<file path="config.mk">
export PLATFORM = sky130hd
export DESIGN_NAME = aie_execute
export DESIGN_NICKNAME = d
export VERILOG_FILES = /design/src/hdl/aie_pkg.sv /design/src/hdl/aie_execute.sv
export SDC_FILE = /design/constraint.sdc
export NUM_CORES = 1
export LEC_CHECK = 0
export BUFFER_PORTS_ARGS = -buffer_cell sky130_fd_sc_hd__buf_2
export CORE_ASPECT_RATIO = 1.1
export CORE_MARGIN = 1.5
export CORE_UTILIZATION = 54
export CTS_CLUSTER_DIAMETER = 30
export DETAILED_ROUTE_END_ITERATION = 6
export PLACE_DENSITY = 0.79
export SLEW_MARGIN = 20
export SYNTH_ARGS = -nofsm -noshare
export SYNTH_HDL_FRONTEND = slang
export SYNTH_SLANG_ARGS = --single-unit
</file>
<file path="constraint.sdc">
create_clock -name clk_in -period 3.7 [get_ports clk_in]
set_clock_uncertainty 0.1 [all_clocks]
set_input_delay 0.925 -clock clk_in [delete_from_list [all_inputs] [get_ports clk_in]]
set_output_delay 0.925 -clock clk_in [all_outputs]
set_load 0.03 [all_outputs]
</file>
<file path="src/hdl/aie_pkg.sv">
// Purpose: Shared constants and carriers for the add/and execute block
// Assumes: 16-bit instruction words, 8-bit data path
// Notes:   Status flags travel as one packed struct
package aie_pkg;
   localparam int          DATA_W        = 8;
   localparam int          ADDR_W        = 12;
   localparam int          BANK_W        = 4;
   localparam logic [7:0]  OPC_ADD_LIT   = 8'h0f;
   localparam logic [7:0]  OPC_AND_LIT   = 8'h0b;
   localparam logic [5:0]  OPC_ADD_FILE  = 6'h09;
   localparam logic [5:0]  OPC_ADDC_FILE = 6'h08;
   localparam int          OPC8_HI       = 15;
   localparam int          OPC8_LO       = 8;
   localparam int          OPC6_LO       = 10;
   localparam int          DEST_BIT      = 9;
   localparam int          BANK_BIT      = 8;
   localparam logic [7:0]  IDX_LIMIT     = 8'h5f;
   localparam logic [7:0]  ACC_HI_SPLIT  = 8'h60;
   localparam logic [3:0]  ACC_HI_BANK   = 4'hf;
   localparam logic [3:0]  ACC_LO_BANK   = 4'h0;
   localparam logic [7:0]  ZERO8         = 8'h00;
   localparam int          HALF_W        = 4;

   typedef struct packed {
      logic neg;
      logic signed_excess_flag;
      logic zero;
      logic half_carry_flag;
      logic carry;
   } aie_flags_t;

   typedef enum logic [1:0] {
      PH_DECODE  = 2'b00,
      PH_READ    = 2'b01,
      PH_PROCESS = 2'b10,
      PH_WRITE   = 2'b11
   } aie_phase_t;

   typedef enum logic [2:0] {
      OP_NONE          = 3'b000,
      OP_ADD_LITERAL   = 3'b001,
      OP_ADD_ACC_FILE  = 3'b010,
      OP_ADD_ACC_FILEC = 3'b011,
      OP_AND_LITERAL   = 3'b100
   } aie_op_t;
endpackage

</file>
<file path="src/hdl/aie_execute.sv">
// Purpose: Executes add literal, add acc to file, add with carry and AND literal
// Assumes: One instruction word presented per four-phase instruction cycle
// Notes:   Data memory read returns combinationally in the read phase
//
// How it works
// - Opcode 0000_1111 adds the literal to the accumulator and stores it there.
// - Opcode 0010_01da adds the accumulator to the file byte and sends the sum to the destination.
// - Opcode 0010_00da adds accumulator, file byte and carry and sends it to the destination.
// - All three adds update negative, overflow, carry, half carry and zero flags.
// - Destination bit 0 writes the accumulator, 1 writes the file register back.
// - Bank bit 0 uses the access bank, 1 uses the bank select register for the bank.
// - Bank bit 0 with extended set on and address up to 95 uses indexed literal offset.
// - Opcode 0000_1011 ANDs the literal into the accumulator, touching only negative and zero.
// - Each instruction is one word and finishes within one instruction cycle.
`timescale 1ns/1ps
module aie_execute (
   input  wire logic                       clk_in,
   input  wire logic                       rst_in,
   input  wire logic                       instr_valid_in,
   input  wire logic [15:0]                instr_in,
   input  wire logic [aie_pkg::BANK_W-1:0] bank_select_reg_in,
   input  wire logic                       ext_set_en_in,
   input  wire logic [aie_pkg::ADDR_W-1:0] index_base_in,
   input  wire logic [aie_pkg::DATA_W-1:0] mem_rdata_in,
   output logic      [aie_pkg::ADDR_W-1:0] mem_addr_out,
   output logic                            mem_rd_out,
   output logic                            mem_wr_out,
   output logic      [aie_pkg::DATA_W-1:0] mem_wdata_out,
   output logic      [aie_pkg::DATA_W-1:0] acc_out,
   output aie_pkg::aie_flags_t             flags_out,
   output logic      [1:0]                 phase_out,
   output logic                            done_out
);
   ////////////////////////////////////////////////////////////////////////////
   // State
   aie_pkg::aie_phase_t           ph_q, ph_d;
   aie_pkg::aie_op_t              op_q, op_d;
   logic [7:0]                    lit_q, lit_d;
   logic                          dest_q, dest_d;
   logic [aie_pkg::ADDR_W-1:0]    addr_q, addr_d;
   logic [aie_pkg::DATA_W-1:0]    opnd_q, opnd_d;
   logic [aie_pkg::DATA_W-1:0]    res_q, res_d;
   logic [aie_pkg::DATA_W-1:0]    acc_q, acc_d;
   aie_pkg::aie_flags_t           fl_q, fl_d, fl_new;
   logic                          rd_q, rd_d, wr_q, wr_d, done_q, done_d;
   logic [aie_pkg::DATA_W-1:0]    wdata_q, wdata_d;
   logic [aie_pkg::HALF_W:0]      lo_sum;
   logic [aie_pkg::DATA_W:0]      sum;
   logic                          cin;
   logic [7:0]                    fa;

   ////////////////////////////////////////////////////////////////////////////
   // Next state
   always_comb begin
      ph_d    = ph_q;
      op_d    = op_q;
      lit_d   = lit_q;
      dest_d  = dest_q;
      addr_d  = addr_q;
      opnd_d  = opnd_q;
      res_d   = res_q;
      acc_d   = acc_q;
      fl_d    = fl_q;
      fl_new  = fl_q;
      rd_d    = 1'b0;
      wr_d    = 1'b0;
      done_d  = 1'b0;
      wdata_d = wdata_q;
      fa      = instr_in[7:0];
      cin     = (op_q == aie_pkg::OP_ADD_ACC_FILEC) ? fl_q.carry : 1'b0;
      lo_sum  = {1'b0, acc_q[aie_pkg::HALF_W-1:0]} + {1'b0, opnd_q[aie_pkg::HALF_W-1:0]}
                + {{aie_pkg::HALF_W{1'b0}}, cin};
      sum     = {1'b0, acc_q} + {1'b0, opnd_q} + {{aie_pkg::DATA_W{1'b0}}, cin};
      unique case (ph_q)
         aie_pkg::PH_DECODE: begin
            op_d = aie_pkg::OP_NONE;
            if (instr_valid_in) begin
               ph_d   = aie_pkg::PH_READ;
               lit_d  = instr_in[7:0];
               dest_d = instr_in[aie_pkg::DEST_BIT];
               if (instr_in[aie_pkg::OPC8_HI:aie_pkg::OPC8_LO] == aie_pkg::OPC_ADD_LIT)
                  op_d = aie_pkg::OP_ADD_LITERAL;
               else if (instr_in[aie_pkg::OPC8_HI:aie_pkg::OPC8_LO] == aie_pkg::OPC_AND_LIT)
                  op_d = aie_pkg::OP_AND_LITERAL;
               else if (instr_in[aie_pkg::OPC8_HI:aie_pkg::OPC6_LO] == aie_pkg::OPC_ADD_FILE)
                  op_d = aie_pkg::OP_ADD_ACC_FILE;
               else if (instr_in[aie_pkg::OPC8_HI:aie_pkg::OPC6_LO] == aie_pkg::OPC_ADDC_FILE)
                  op_d = aie_pkg::OP_ADD_ACC_FILEC;
               if (instr_in[aie_pkg::BANK_BIT])
                  addr_d = {bank_select_reg_in, fa};
               else if (ext_set_en_in && fa <= aie_pkg::IDX_LIMIT)
                  addr_d = index_base_in + {4'h0, fa};
               else if (fa < aie_pkg::ACC_HI_SPLIT)
                  addr_d = {aie_pkg::ACC_LO_BANK, fa};
               else
                  addr_d = {aie_pkg::ACC_HI_BANK, fa};
               rd_d = (instr_in[aie_pkg::OPC8_HI:aie_pkg::OPC6_LO] == aie_pkg::OPC_ADD_FILE)
                    | (instr_in[aie_pkg::OPC8_HI:aie_pkg::OPC6_LO] == aie_pkg::OPC_ADDC_FILE);
            end
         end
         aie_pkg::PH_READ: begin
            ph_d   = aie_pkg::PH_PROCESS;
            opnd_d = (op_q == aie_pkg::OP_ADD_ACC_FILE || op_q == aie_pkg::OP_ADD_ACC_FILEC)
                   ? mem_rdata_in : lit_q;
         end
         aie_pkg::PH_PROCESS: begin
            ph_d = aie_pkg::PH_WRITE;
            if (op_q == aie_pkg::OP_AND_LITERAL) begin
               res_d       = acc_q & opnd_q;
               fl_new.neg  = res_d[aie_pkg::DATA_W-1];
               fl_new.zero = (res_d == aie_pkg::ZERO8);
            end else if (op_q != aie_pkg::OP_NONE) begin
               res_d                     = sum[aie_pkg::DATA_W-1:0];
               fl_new.neg                = res_d[aie_pkg::DATA_W-1];
               fl_new.zero               = (res_d == aie_pkg::ZERO8);
               fl_new.carry              = sum[aie_pkg::DATA_W];
               fl_new.half_carry_flag    = lo_sum[aie_pkg::HALF_W];
               fl_new.signed_excess_flag = (acc_q[7] == opnd_q[7]) && (res_d[7] != acc_q[7]);
            end
            fl_d = fl_new;
         end
         aie_pkg::PH_WRITE: begin
            ph_d   = aie_pkg::PH_DECODE;
            done_d = (op_q != aie_pkg::OP_NONE);
            if (op_q == aie_pkg::OP_ADD_LITERAL || op_q == aie_pkg::OP_AND_LITERAL
                || (op_q != aie_pkg::OP_NONE && !dest_q)) begin
               acc_d = res_q;
            end else if (op_q != aie_pkg::OP_NONE) begin
               wr_d    = 1'b1;
               wdata_d = res_q;
            end
         end
      endcase
   end

   always_ff @(posedge clk_in or posedge rst_in) begin
      if (rst_in) begin
         ph_q    <= aie_pkg::PH_DECODE;
         op_q    <= aie_pkg::OP_NONE;
         lit_q   <= '0;
         dest_q  <= 1'b0;
         addr_q  <= '0;
         opnd_q  <= '0;
         res_q   <= '0;
         acc_q   <= '0;
         fl_q    <= '0;
         rd_q    <= 1'b0;
         wr_q    <= 1'b0;
         done_q  <= 1'b0;
         wdata_q <= '0;
      end else begin
         ph_q    <= ph_d;
         op_q    <= op_d;
         lit_q   <= lit_d;
         dest_q  <= dest_d;
         addr_q  <= addr_d;
         opnd_q  <= opnd_d;
         res_q   <= res_d;
         acc_q   <= acc_d;
         fl_q    <= fl_d;
         rd_q    <= rd_d;
         wr_q    <= wr_d;
         done_q  <= done_d;
         wdata_q <= wdata_d;
      end
   end

   assign mem_addr_out  = addr_q;
   assign mem_rd_out    = rd_q;
   assign mem_wr_out    = wr_q;
   assign mem_wdata_out = wdata_q;
   assign acc_out       = acc_q;
   assign flags_out     = fl_q;
   assign phase_out     = ph_q;
   assign done_out      = done_q;

   ////////////////////////////////////////////////////////////////////////////
   // Checks
   a_and_keeps_flags: assert property (@(posedge clk_in) disable iff (rst_in)
      ph_q == aie_pkg::PH_PROCESS && op_q == aie_pkg::OP_AND_LITERAL
      |=> fl_q.carry == $past(fl_q.carry) && fl_q.signed_excess_flag == $past(fl_q.signed_excess_flag))
      else $error("AND changed carry or overflow");
   a_cycle_four_phases: assert property (@(posedge clk_in) disable iff (rst_in)
      ph_q == aie_pkg::PH_READ |=> ph_q == aie_pkg::PH_PROCESS ##1 ph_q == aie_pkg::PH_WRITE
      ##1 ph_q == aie_pkg::PH_DECODE)
      else $error("Phase sequence broken");
   a_read_strobe_phase: assert property (@(posedge clk_in) disable iff (rst_in)
      mem_rd_out |-> ph_q == aie_pkg::PH_READ)
      else $error("Read outside read phase");
   a_write_strobe_phase: assert property (@(posedge clk_in) disable iff (rst_in)
      mem_wr_out |-> $past(ph_q) == aie_pkg::PH_WRITE && dest_q && $past(op_q) inside
      {aie_pkg::OP_ADD_ACC_FILE, aie_pkg::OP_ADD_ACC_FILEC})
      else $error("File write without file destination");
   a_acc_dest_write: assert property (@(posedge clk_in) disable iff (rst_in)
      ph_q == aie_pkg::PH_WRITE && op_q == aie_pkg::OP_ADD_ACC_FILE && !dest_q
      |=> acc_q == $past(res_q) && !mem_wr_out)
      else $error("Accumulator destination not written");
   a_zero_flag_match: assert property (@(posedge clk_in) disable iff (rst_in)
      ph_q == aie_pkg::PH_PROCESS && op_q != aie_pkg::OP_NONE |=> fl_q.zero == (res_q == aie_pkg::ZERO8))
      else $error("Zero flag wrong");
   a_add_literal_sum: assert property (@(posedge clk_in) disable iff (rst_in)
      ph_q == aie_pkg::PH_PROCESS && op_q == aie_pkg::OP_ADD_LITERAL
      |=> res_q == ($past(acc_q) + $past(opnd_q)) ##1 acc_q == $past(res_q))
      else $error("Literal add wrong");
   a_carry_in_used: assert property (@(posedge clk_in) disable iff (rst_in)
      ph_q == aie_pkg::PH_PROCESS && op_q == aie_pkg::OP_ADD_ACC_FILEC
      |=> res_q == 8'($past(acc_q) + $past(opnd_q) + {7'h00, $past(fl_q.carry)}))
      else $error("Carry add wrong");
   a_bank_address: assert property (@(posedge clk_in) disable iff (rst_in)
      ph_q == aie_pkg::PH_DECODE && instr_valid_in && instr_in[aie_pkg::BANK_BIT]
      |=> mem_addr_out == {$past(bank_select_reg_in), $past(instr_in[7:0])})
      else $error("Banked address wrong");
   c_add_file: cover property (@(posedge clk_in) done_out && mem_wr_out);
   c_add_carry: cover property (@(posedge clk_in) op_q == aie_pkg::OP_ADD_ACC_FILEC && fl_q.carry);
   c_and_lit: cover property (@(posedge clk_in) op_q == aie_pkg::OP_AND_LITERAL && done_out);
   c_indexed: cover property (@(posedge clk_in) instr_valid_in && ext_set_en_in && !instr_in[aie_pkg::BANK_BIT]);
endmodule // aie_execute

</file>
==> results of run 1 <==
==> logic make-up after synthesis <==
group / synth area share
and+or+nand+nor: 0.159
AOI/OAI and AO/OA: 0.156
DFF: 0.460
buffers and inverters: 0.0327
adders and majority gates: 0.0898
muxes: 0.0669
xor gates and xnor gates: 0.0366
==> synthesized netlist by cell type, drive strengths merged (3+ instances only) <==
| cell | instances |
|---|---|
| o21ai | 27 |
| o31ai | 4 |
| o211ai | 4 |
| nor3 | 7 |
| a21oi | 29 |
| nor2b | 7 |
| inv | 17 |
| xor2 | 7 |
| o22ai | 3 |
| xnor2 | 8 |
| mux2 | 8 |
| buf | 4 |
| fa | 3 |
| dfrtp | 66 |
| a21o | 5 |
| nor2 | 24 |
| ha | 21 |
| mux2i | 15 |
| nand2 | 79 |
| clkbuf | 8 |
==> cells in the final DEF, fill, tap and decap left out, types with 2 or more instances in the layout <==
| cell type | count |
|---|---|
| a211oi_1 | 2 |
| a21o_1 | 5 |
| a21oi_1 | 27 |
| a21oi_2 | 2 |
| a31oi_1 | 2 |
| and2_1 | 2 |
| and3_1 | 2 |
| buf_2 | 81 |
| buf_4 | 5 |
| clkbuf_8 | 11 |
| clkinv_2 | 2 |
| dfrtp_1 | 66 |
| fa_1 | 3 |
| ha_1 | 21 |
| inv_1 | 16 |
| mux2_2 | 8 |
| mux2i_1 | 15 |
| nand2_1 | 79 |
| nand2b_1 | 2 |
| nand3_1 | 2 |
| nand4_1 | 2 |
| nor2_1 | 22 |
| nor2_2 | 2 |
| nor2b_1 | 7 |
| nor3_1 | 7 |
| o211ai_1 | 4 |
| o21ai_0 | 24 |
| o21ai_1 | 2 |
| o22ai_1 | 3 |
| o31ai_1 | 4 |
| xnor2_1 | 8 |
| xor2_1 | 7 |
==> sequential cells by signal, summed over array words and instances, names as in the netlist <==
register	flops
lit_q	8
mem_addr_out	12
flags_out	5
res_q	8
done_out	1
acc_out	8
mem_rd_out	1
opnd_q	8
mem_wdata_out	8
mem_wr_out	1
dest_q	1
op_q	3
phase_out	2
==> area by class of cell <==
class                      count  share of cell area
inverter                      18              0.0158
clock inverter                 3             0.00935
timing repair buffer          86               0.103
clock buffer                  11              0.0354
multi-input combinational    283               0.426
tap                           82              0.0240
sequential                    66               0.386
==> power by group <==
group          switching (mW)  total, mW  leakage [nW]  internal, mW
Combinational           0.775       1.24          1.30         0.469
Clock                   0.256      0.594         0.101         0.338
Sequential              0.160       1.12         0.853         0.962
==> worst reg2reg max path, stage by stage, from the launching register on <==
cell,delay (ns)
dfrtp_1,0.42
inv_1,0.09
nor2_2,0.08
buf_4,0.20
nand3_1,0.12
fa_1,0.39
inv_1,0.08
fa_1,0.41
nand2b_1,0.15
or4_1,0.51
nor4_2,0.23
a21bo_1,0.14
==> per-layer routing <==
layer,global-route usage,wire length [um],vias to the layer above
met5,0,0,-
met4,0.107,136,0
met3,0.0464,350,12
met2,0.402,3660,80
met1,0.267,3260,1399
li1,-,-,1480
==> worst max-delay path by stage <==
stage                 start      endpoint  slack (ns)  cells after the start
floorplan           op_q[2]  flags_out[2]        0.67                     10
global placement    op_q[1]  flags_out[2]        0.83                     11
detailed placement  op_q[1]  flags_out[2]        0.74                     11
CTS                 op_q[1]  flags_out[2]        0.72                     11
global route        op_q[1]  flags_out[2]        0.54                     11
finish              op_q[1]  flags_out[2]        0.73                     11
==> metrics by stage <==
step / setup slack [ns] / power (mW) / instance area, um^2 / hold WS, ns
6_report: 0.732 / 2.96 / 4280 / 0.369
5_1_grt: 0.544 / 3.19 / 4280 / 0.407
4_1_cts: 0.719 / 2.98 / 4280 / 0.374
3_5_place_dp: 0.741 / 2.38 / 4090 / 0.358
3_3_place_gp: 0.826 / 2.34 / 4090 / 0.352
2_1_floorplan: 0.674 / 2.05 / 3590 / 0.338
==> flow_metrics.tcl, run 1 <==
set metrics [dict create \
    async_flop_share 1.00 \
    antenna_found_initial 0 \
    crit_path_start_kind "flip-flop" \
    ys_top_cells_by_area "dfrtp_1 46%, nand2_1 8.3%, ha_1 7.3%" \
    grt_setup_unrepaired "false" \
    maxSlewViolCount 0 \
    avgViaCountPerCell 5.41 \
    worstRegToRegCells 11 \
    powerDensity_mw_per_mm2 692 \
    grt_pass1_wl_um 12400 \
    max_freq_mhz 337 \
    hold_start "mem_wdata_out[4]" \
    worst_pin_slew_ns 0.803 \
    critPathCaptureType "flip-flop" \
    fill_cells 551 \
    hold_buffers 0 \
    ant_nets 0 \
    drtPass1Iterations 4 \
    holdPathEnd "mem_wdata_out[4]" \
    min_period_over_period 0.802 \
    status "finished clean" \
    tns_ns 0 \
    multi_input_area_mm2 0.00182 \
    ys.flop_type "dfrtp_1" \
    overflow 0 \
    row_count 31 \
    cts_resized 0 \
    arrival_ns 3.14 \
    place.gp.congestion 0.869 \
    r2r_start "op_q[1]" \
    cts_tree "built" \
    synth_cell_types 50 \
    critPathBufInv 3 \
    antenna_cells 0 \
    dp_cells 535 \
    numCtsBuffers 9 \
    ys_seq_area_frac 0.460 \
    slew_headroom 0.463 \
    ys_ff_latch 66 \
    io_buffers 81 \
    dp_hpwl_um 5880 \
    dieArea_mm2 0.00715 \
    r2r-end "flags_out[2]" \
    min_path_type "flip-flop to flip-flop" \
    clock_sinks 66 \
    leakage_nw 2.26 \
    post_drt_wl_per_cell_um 13.5 \
    setup_viol 0 \
    fin_crit_ns 2.97 \
    syn_area_per_cell_um2 9.48 \
    synth_fp_nets 447 \
    yosys.area.top_type "dfrtp_1" \
    max-cap-violations 0 \
    cp_cell_sequence "inv_1 > nor2_2 > buf_4 > nand3_1 > fa_1 > inv_1 > fa_1 > nand2b_1 > or4_1 > nor4_2 > a21bo_1" \
    clk_latency_ns 0.33 \
    seq_area_mm2 0.00165 \
    drc 0 \
    synthesis.area_mm2 0.00359 \
    drive_above_1_share 0.251 \
    critPathMaxFanout 10 \
    num_vias 2971 \
    fin_nets 532 \
    critical_path_class "flip-flop to flip-flop" \
    start_util 0.551 \
    first_iter_violations 64 \
    max_stage_delay_ns 0.51 \
    post_cts_buffers 0 \
    h-tree-depth 3 \
    cp.required_ns 3.87 \
    layout-area-overhead-vs-synth_pct 19.1 \
    hold_viol 0 \
    clock-root-buffer "clkbuf_8" \
    clock_path_buffers 2 \
    core-area_mm2 0.00652 \
    ios 82 \
    grt.total_usage 0.228 \
    vdd_drop_max_uv 329 \
    grt_max_degree 28 \
    utilization 0.657 \
    synth_top_area_frac 0.460 \
    yosysWarnings 0 \
    path_clk_slew_ns 0.07 \
    dieWidth_um 80.8 \
    die_h_um 88.6 \
    grt_pass1_vias 2885 \
    wl_um 7420 \
    hold_depth 2 \
    fin_cells 549 \
    cp_top_family "simple AND/OR/NAND/NOR gates" \
    r2r_slack_ns 0.73 \
    slowest_stage "or4_1" \
    synthCells 379 \
    synth_edf_count 0 \
]
Note: power is estimated with default switching activity, not from simulation.
==> run 2: changes to the inputs <==
--- a/config.mk
+++ b/config.mk
@@ -5,10 +5,11 @@
 export SDC_FILE = /design/constraint.sdc
 export NUM_CORES = 1
 export LEC_CHECK = 0
+export ABC_AREA = 1
 export BUFFER_PORTS_ARGS = -buffer_cell sky130_fd_sc_hd__buf_2
 export CORE_ASPECT_RATIO = 1.1
 export CORE_MARGIN = 1.5
-export CORE_UTILIZATION = 54
+export CORE_UTILIZATION = 55
 export CTS_CLUSTER_DIAMETER = 30
 export DETAILED_ROUTE_END_ITERATION = 6
 export PLACE_DENSITY = 0.79
==> constraint.sdc (replaced) <==
create_clock -name clk_in -period 3.1 [get_ports clk_in]
set_clock_uncertainty 0.1 [all_clocks]
set_input_delay 0.775 -clock clk_in [delete_from_list [all_inputs] [get_ports clk_in]]
set_output_delay 0.775 -clock clk_in [all_outputs]
set_load 0.03 [all_outputs]
==> flow_metrics.tcl, run 2 <==
set metrics [dict create \
    status "finished clean" \
    tns_ns 0 \
    dieArea_mm2 0.00759 \
    fin_nets 664 \
    seq_area_mm2 0.00165 \
    layout-area-overhead-vs-synth_pct 17.6 \
    critPathBufInv 3 \
    synthCells 511 \
    max_freq_mhz 427 \
    synth_top_area_frac 0.424 \
    clock_sinks 66 \
    critPathCaptureType "flip-flop" \
    slowest_stage "fa_1" \
    row_count 31 \
    numCtsBuffers 9 \
    yosysMostFrequentCell "nand2_1" \
    grt_setup_unrepaired "false" \
    io_buffers 81 \
    utilization 0.682 \
    clock-root-buffer "clkbuf_8" \
    core-area_mm2 0.00671 \
    overflow 0 \
    cp_top_family "adder cells" \
    fin_area_mm2 0.00458 \
    fill_cells 585 \
    drc 0 \
    cp.required_ns 3.26 \
    powerDensity_mw_per_mm2 807 \
    grt.total_usage 0.233 \
    dp_cells 667 \
    crit_path_start_kind "flip-flop" \
    yosys.area.top_type "dfrtp_1" \
    yosys-top-cells-count "147 x nand2_1, 66 x dfrtp_1, 65 x inv_1" \
    r2r_slack_ns 0.76 \
    critical_path_class "flip-flop to flip-flop" \
    avgViaCountPerCell 5.28 \
    fin_crit_ns 2.34 \
    synth_fp_nets 579 \
    largest_reg_flops 12 \
    drive_above_1_share 0.188 \
    path_clk_slew_ns 0.07 \
    cp.depth 12 \
    leakage_nw 2.51 \
    start_util 0.580 \
    worstRegToRegCells 12 \
    first_iter_violations 196 \
    die_h_um 91.2 \
    ys_ff_latch 66 \
    grt_pass1_wl_um 14300 \
    antenna_cells 0 \
    dp_hpwl_um 6700 \
    ys_top_cells_by_area "dfrtp_1 42%, nand2_1 14%, ha_1 6.8%" \
    synth_edf_count 0 \
    critPathMaxFanout 4 \
    final_common_cell "nand2_1" \
    ys.flop_type "dfrtp_1" \
    synthesis.area_mm2 0.00389 \
    place.gp.congestion 0.963 \
    multi_input_area_mm2 0.00193 \
    hold_viol 0 \
    ant_nets 0 \
    max_stage_delay_ns 0.42 \
    hold_buffers 0 \
    dieWidth_um 83.2 \
    post_cts_buffers 0 \
    cts_resized 0 \
    hold_depth 2 \
    h-tree-depth 3 \
    max-cap-violations 0 \
    arrival_ns 2.50 \
    min_period_over_period 0.755 \
    hold_ws_ns 0.378 \
    drtPass1Iterations 4 \
    min_path_type "flip-flop to flip-flop" \
    antenna_found_initial 0 \
    syn_area_per_cell_um2 7.61 \
    fin_cells 682 \
    grt_pass1_vias 3380 \
    async_flop_share 1.00 \
    cp_cell_sequence "inv_1 > nand4_1 > fa_1 > inv_1 > fa_1 > inv_1 > nand3_1 > nor2_1 > nand3_1 > nor2_1 > nand2_1 > a21oi_1" \
    maxSlewViolCount 0 \
    slew_headroom 0.587 \
    worst_pin_slew_ns 0.618 \
    path_common_cell "inv_1" \
    post_drt_wl_per_cell_um 12.3 \
    cts_tree "built" \
    wl_um 8420 \
    synth_cell_types 35 \
    setup_viol 0 \
    clock_path_buffers 2 \
    grt_max_degree 38 \
    ios 82 \
    ys_seq_area_frac 0.424 \
    layout_common_cells "147 x nand2_1, 81 x buf_2, 66 x dfrtp_1" \
    vdd_drop_max_uv 436 \
    num_vias 3603 \
    yosysWarnings 0 \
    clk_latency_ns 0.34 \
    dpl_cell_area_mm2 0.00437 \
]
## run 2: cell types whose count changed after synthesis, sizes merged, moves of 7 or more
cell   delta
inv      +51
nand2    +70
nor2b     -7
nor2     +32
nand3    +24
mux2i    -15
a31oi     +7
## run 2: final timing paths
kind,to,startpoint
worst min register to register,mem_addr_out[9],mem_addr_out[9]
worst min-delay path,mem_addr_out[9],mem_addr_out[9]
worst max-delay path,flags_out[2],op_q[2]
max in group asynchronous,lit_q[6],rst_in
min in group asynchronous,mem_wdata_out[0],rst_in
worst max register to register,flags_out[2],op_q[2]
## run 2: per-layer routing
layer	wire length (um)	global-route usage
met1	3620	0.269
met2	4230	0.421
met3	389	0.0500
met4	180	0.0861
met5	0	0
## run 2: where the power goes
part           switching (mW)  internal (mW)  leakage, nW
clock network           0.305          0.432        0.106
registers               0.191           1.16        0.846
logic                    1.05          0.551         1.56
total                    1.55           2.15         2.51
## run 2: worst min-delay path: stages, from the launching register on
cell and delay (ns):
dfrtp_1 0.34, nand2_1 0.05, nand2_1 0.06
## run 2: cell type report
cell class | instances | area share
multi-input combinational | 367 | 0.421
clock inverter | 2 | 0.00765
tap | 82 | 0.0224
sequential | 66 | 0.361
inverter | 69 | 0.0566
clock buffer | 13 | 0.0369
timing repair buffer | 83 | 0.0946
## run 2: logic make-up (layout without fill, tap and decap cells)
family                   Yosys count  after routing  share of synthesized area
AO/OA/AOI/OAI                     83             83                      0.120
XOR/XNOR                           7              7                     0.0158
adder cells (fa/ha/maj)           24             24                     0.0830
buffers and inverters             78            167                     0.0804
flip-flops                        66             66                      0.424
multiplexers                       4              4                     0.0116
AND/OR/NAND/NOR                  249            249                      0.265
## run 2: metrics by stage
| stage | worst slack, ns | total power [mW] |
|---|---|---|
| finish | 0.758 | 3.70 |
| global route | 0.530 | 3.99 |
| CTS | 0.764 | 3.71 |
| detailed placement | 0.667 | 2.97 |
| global placement | 0.698 | 2.91 |
| floorplan | 0.570 | 2.55 |
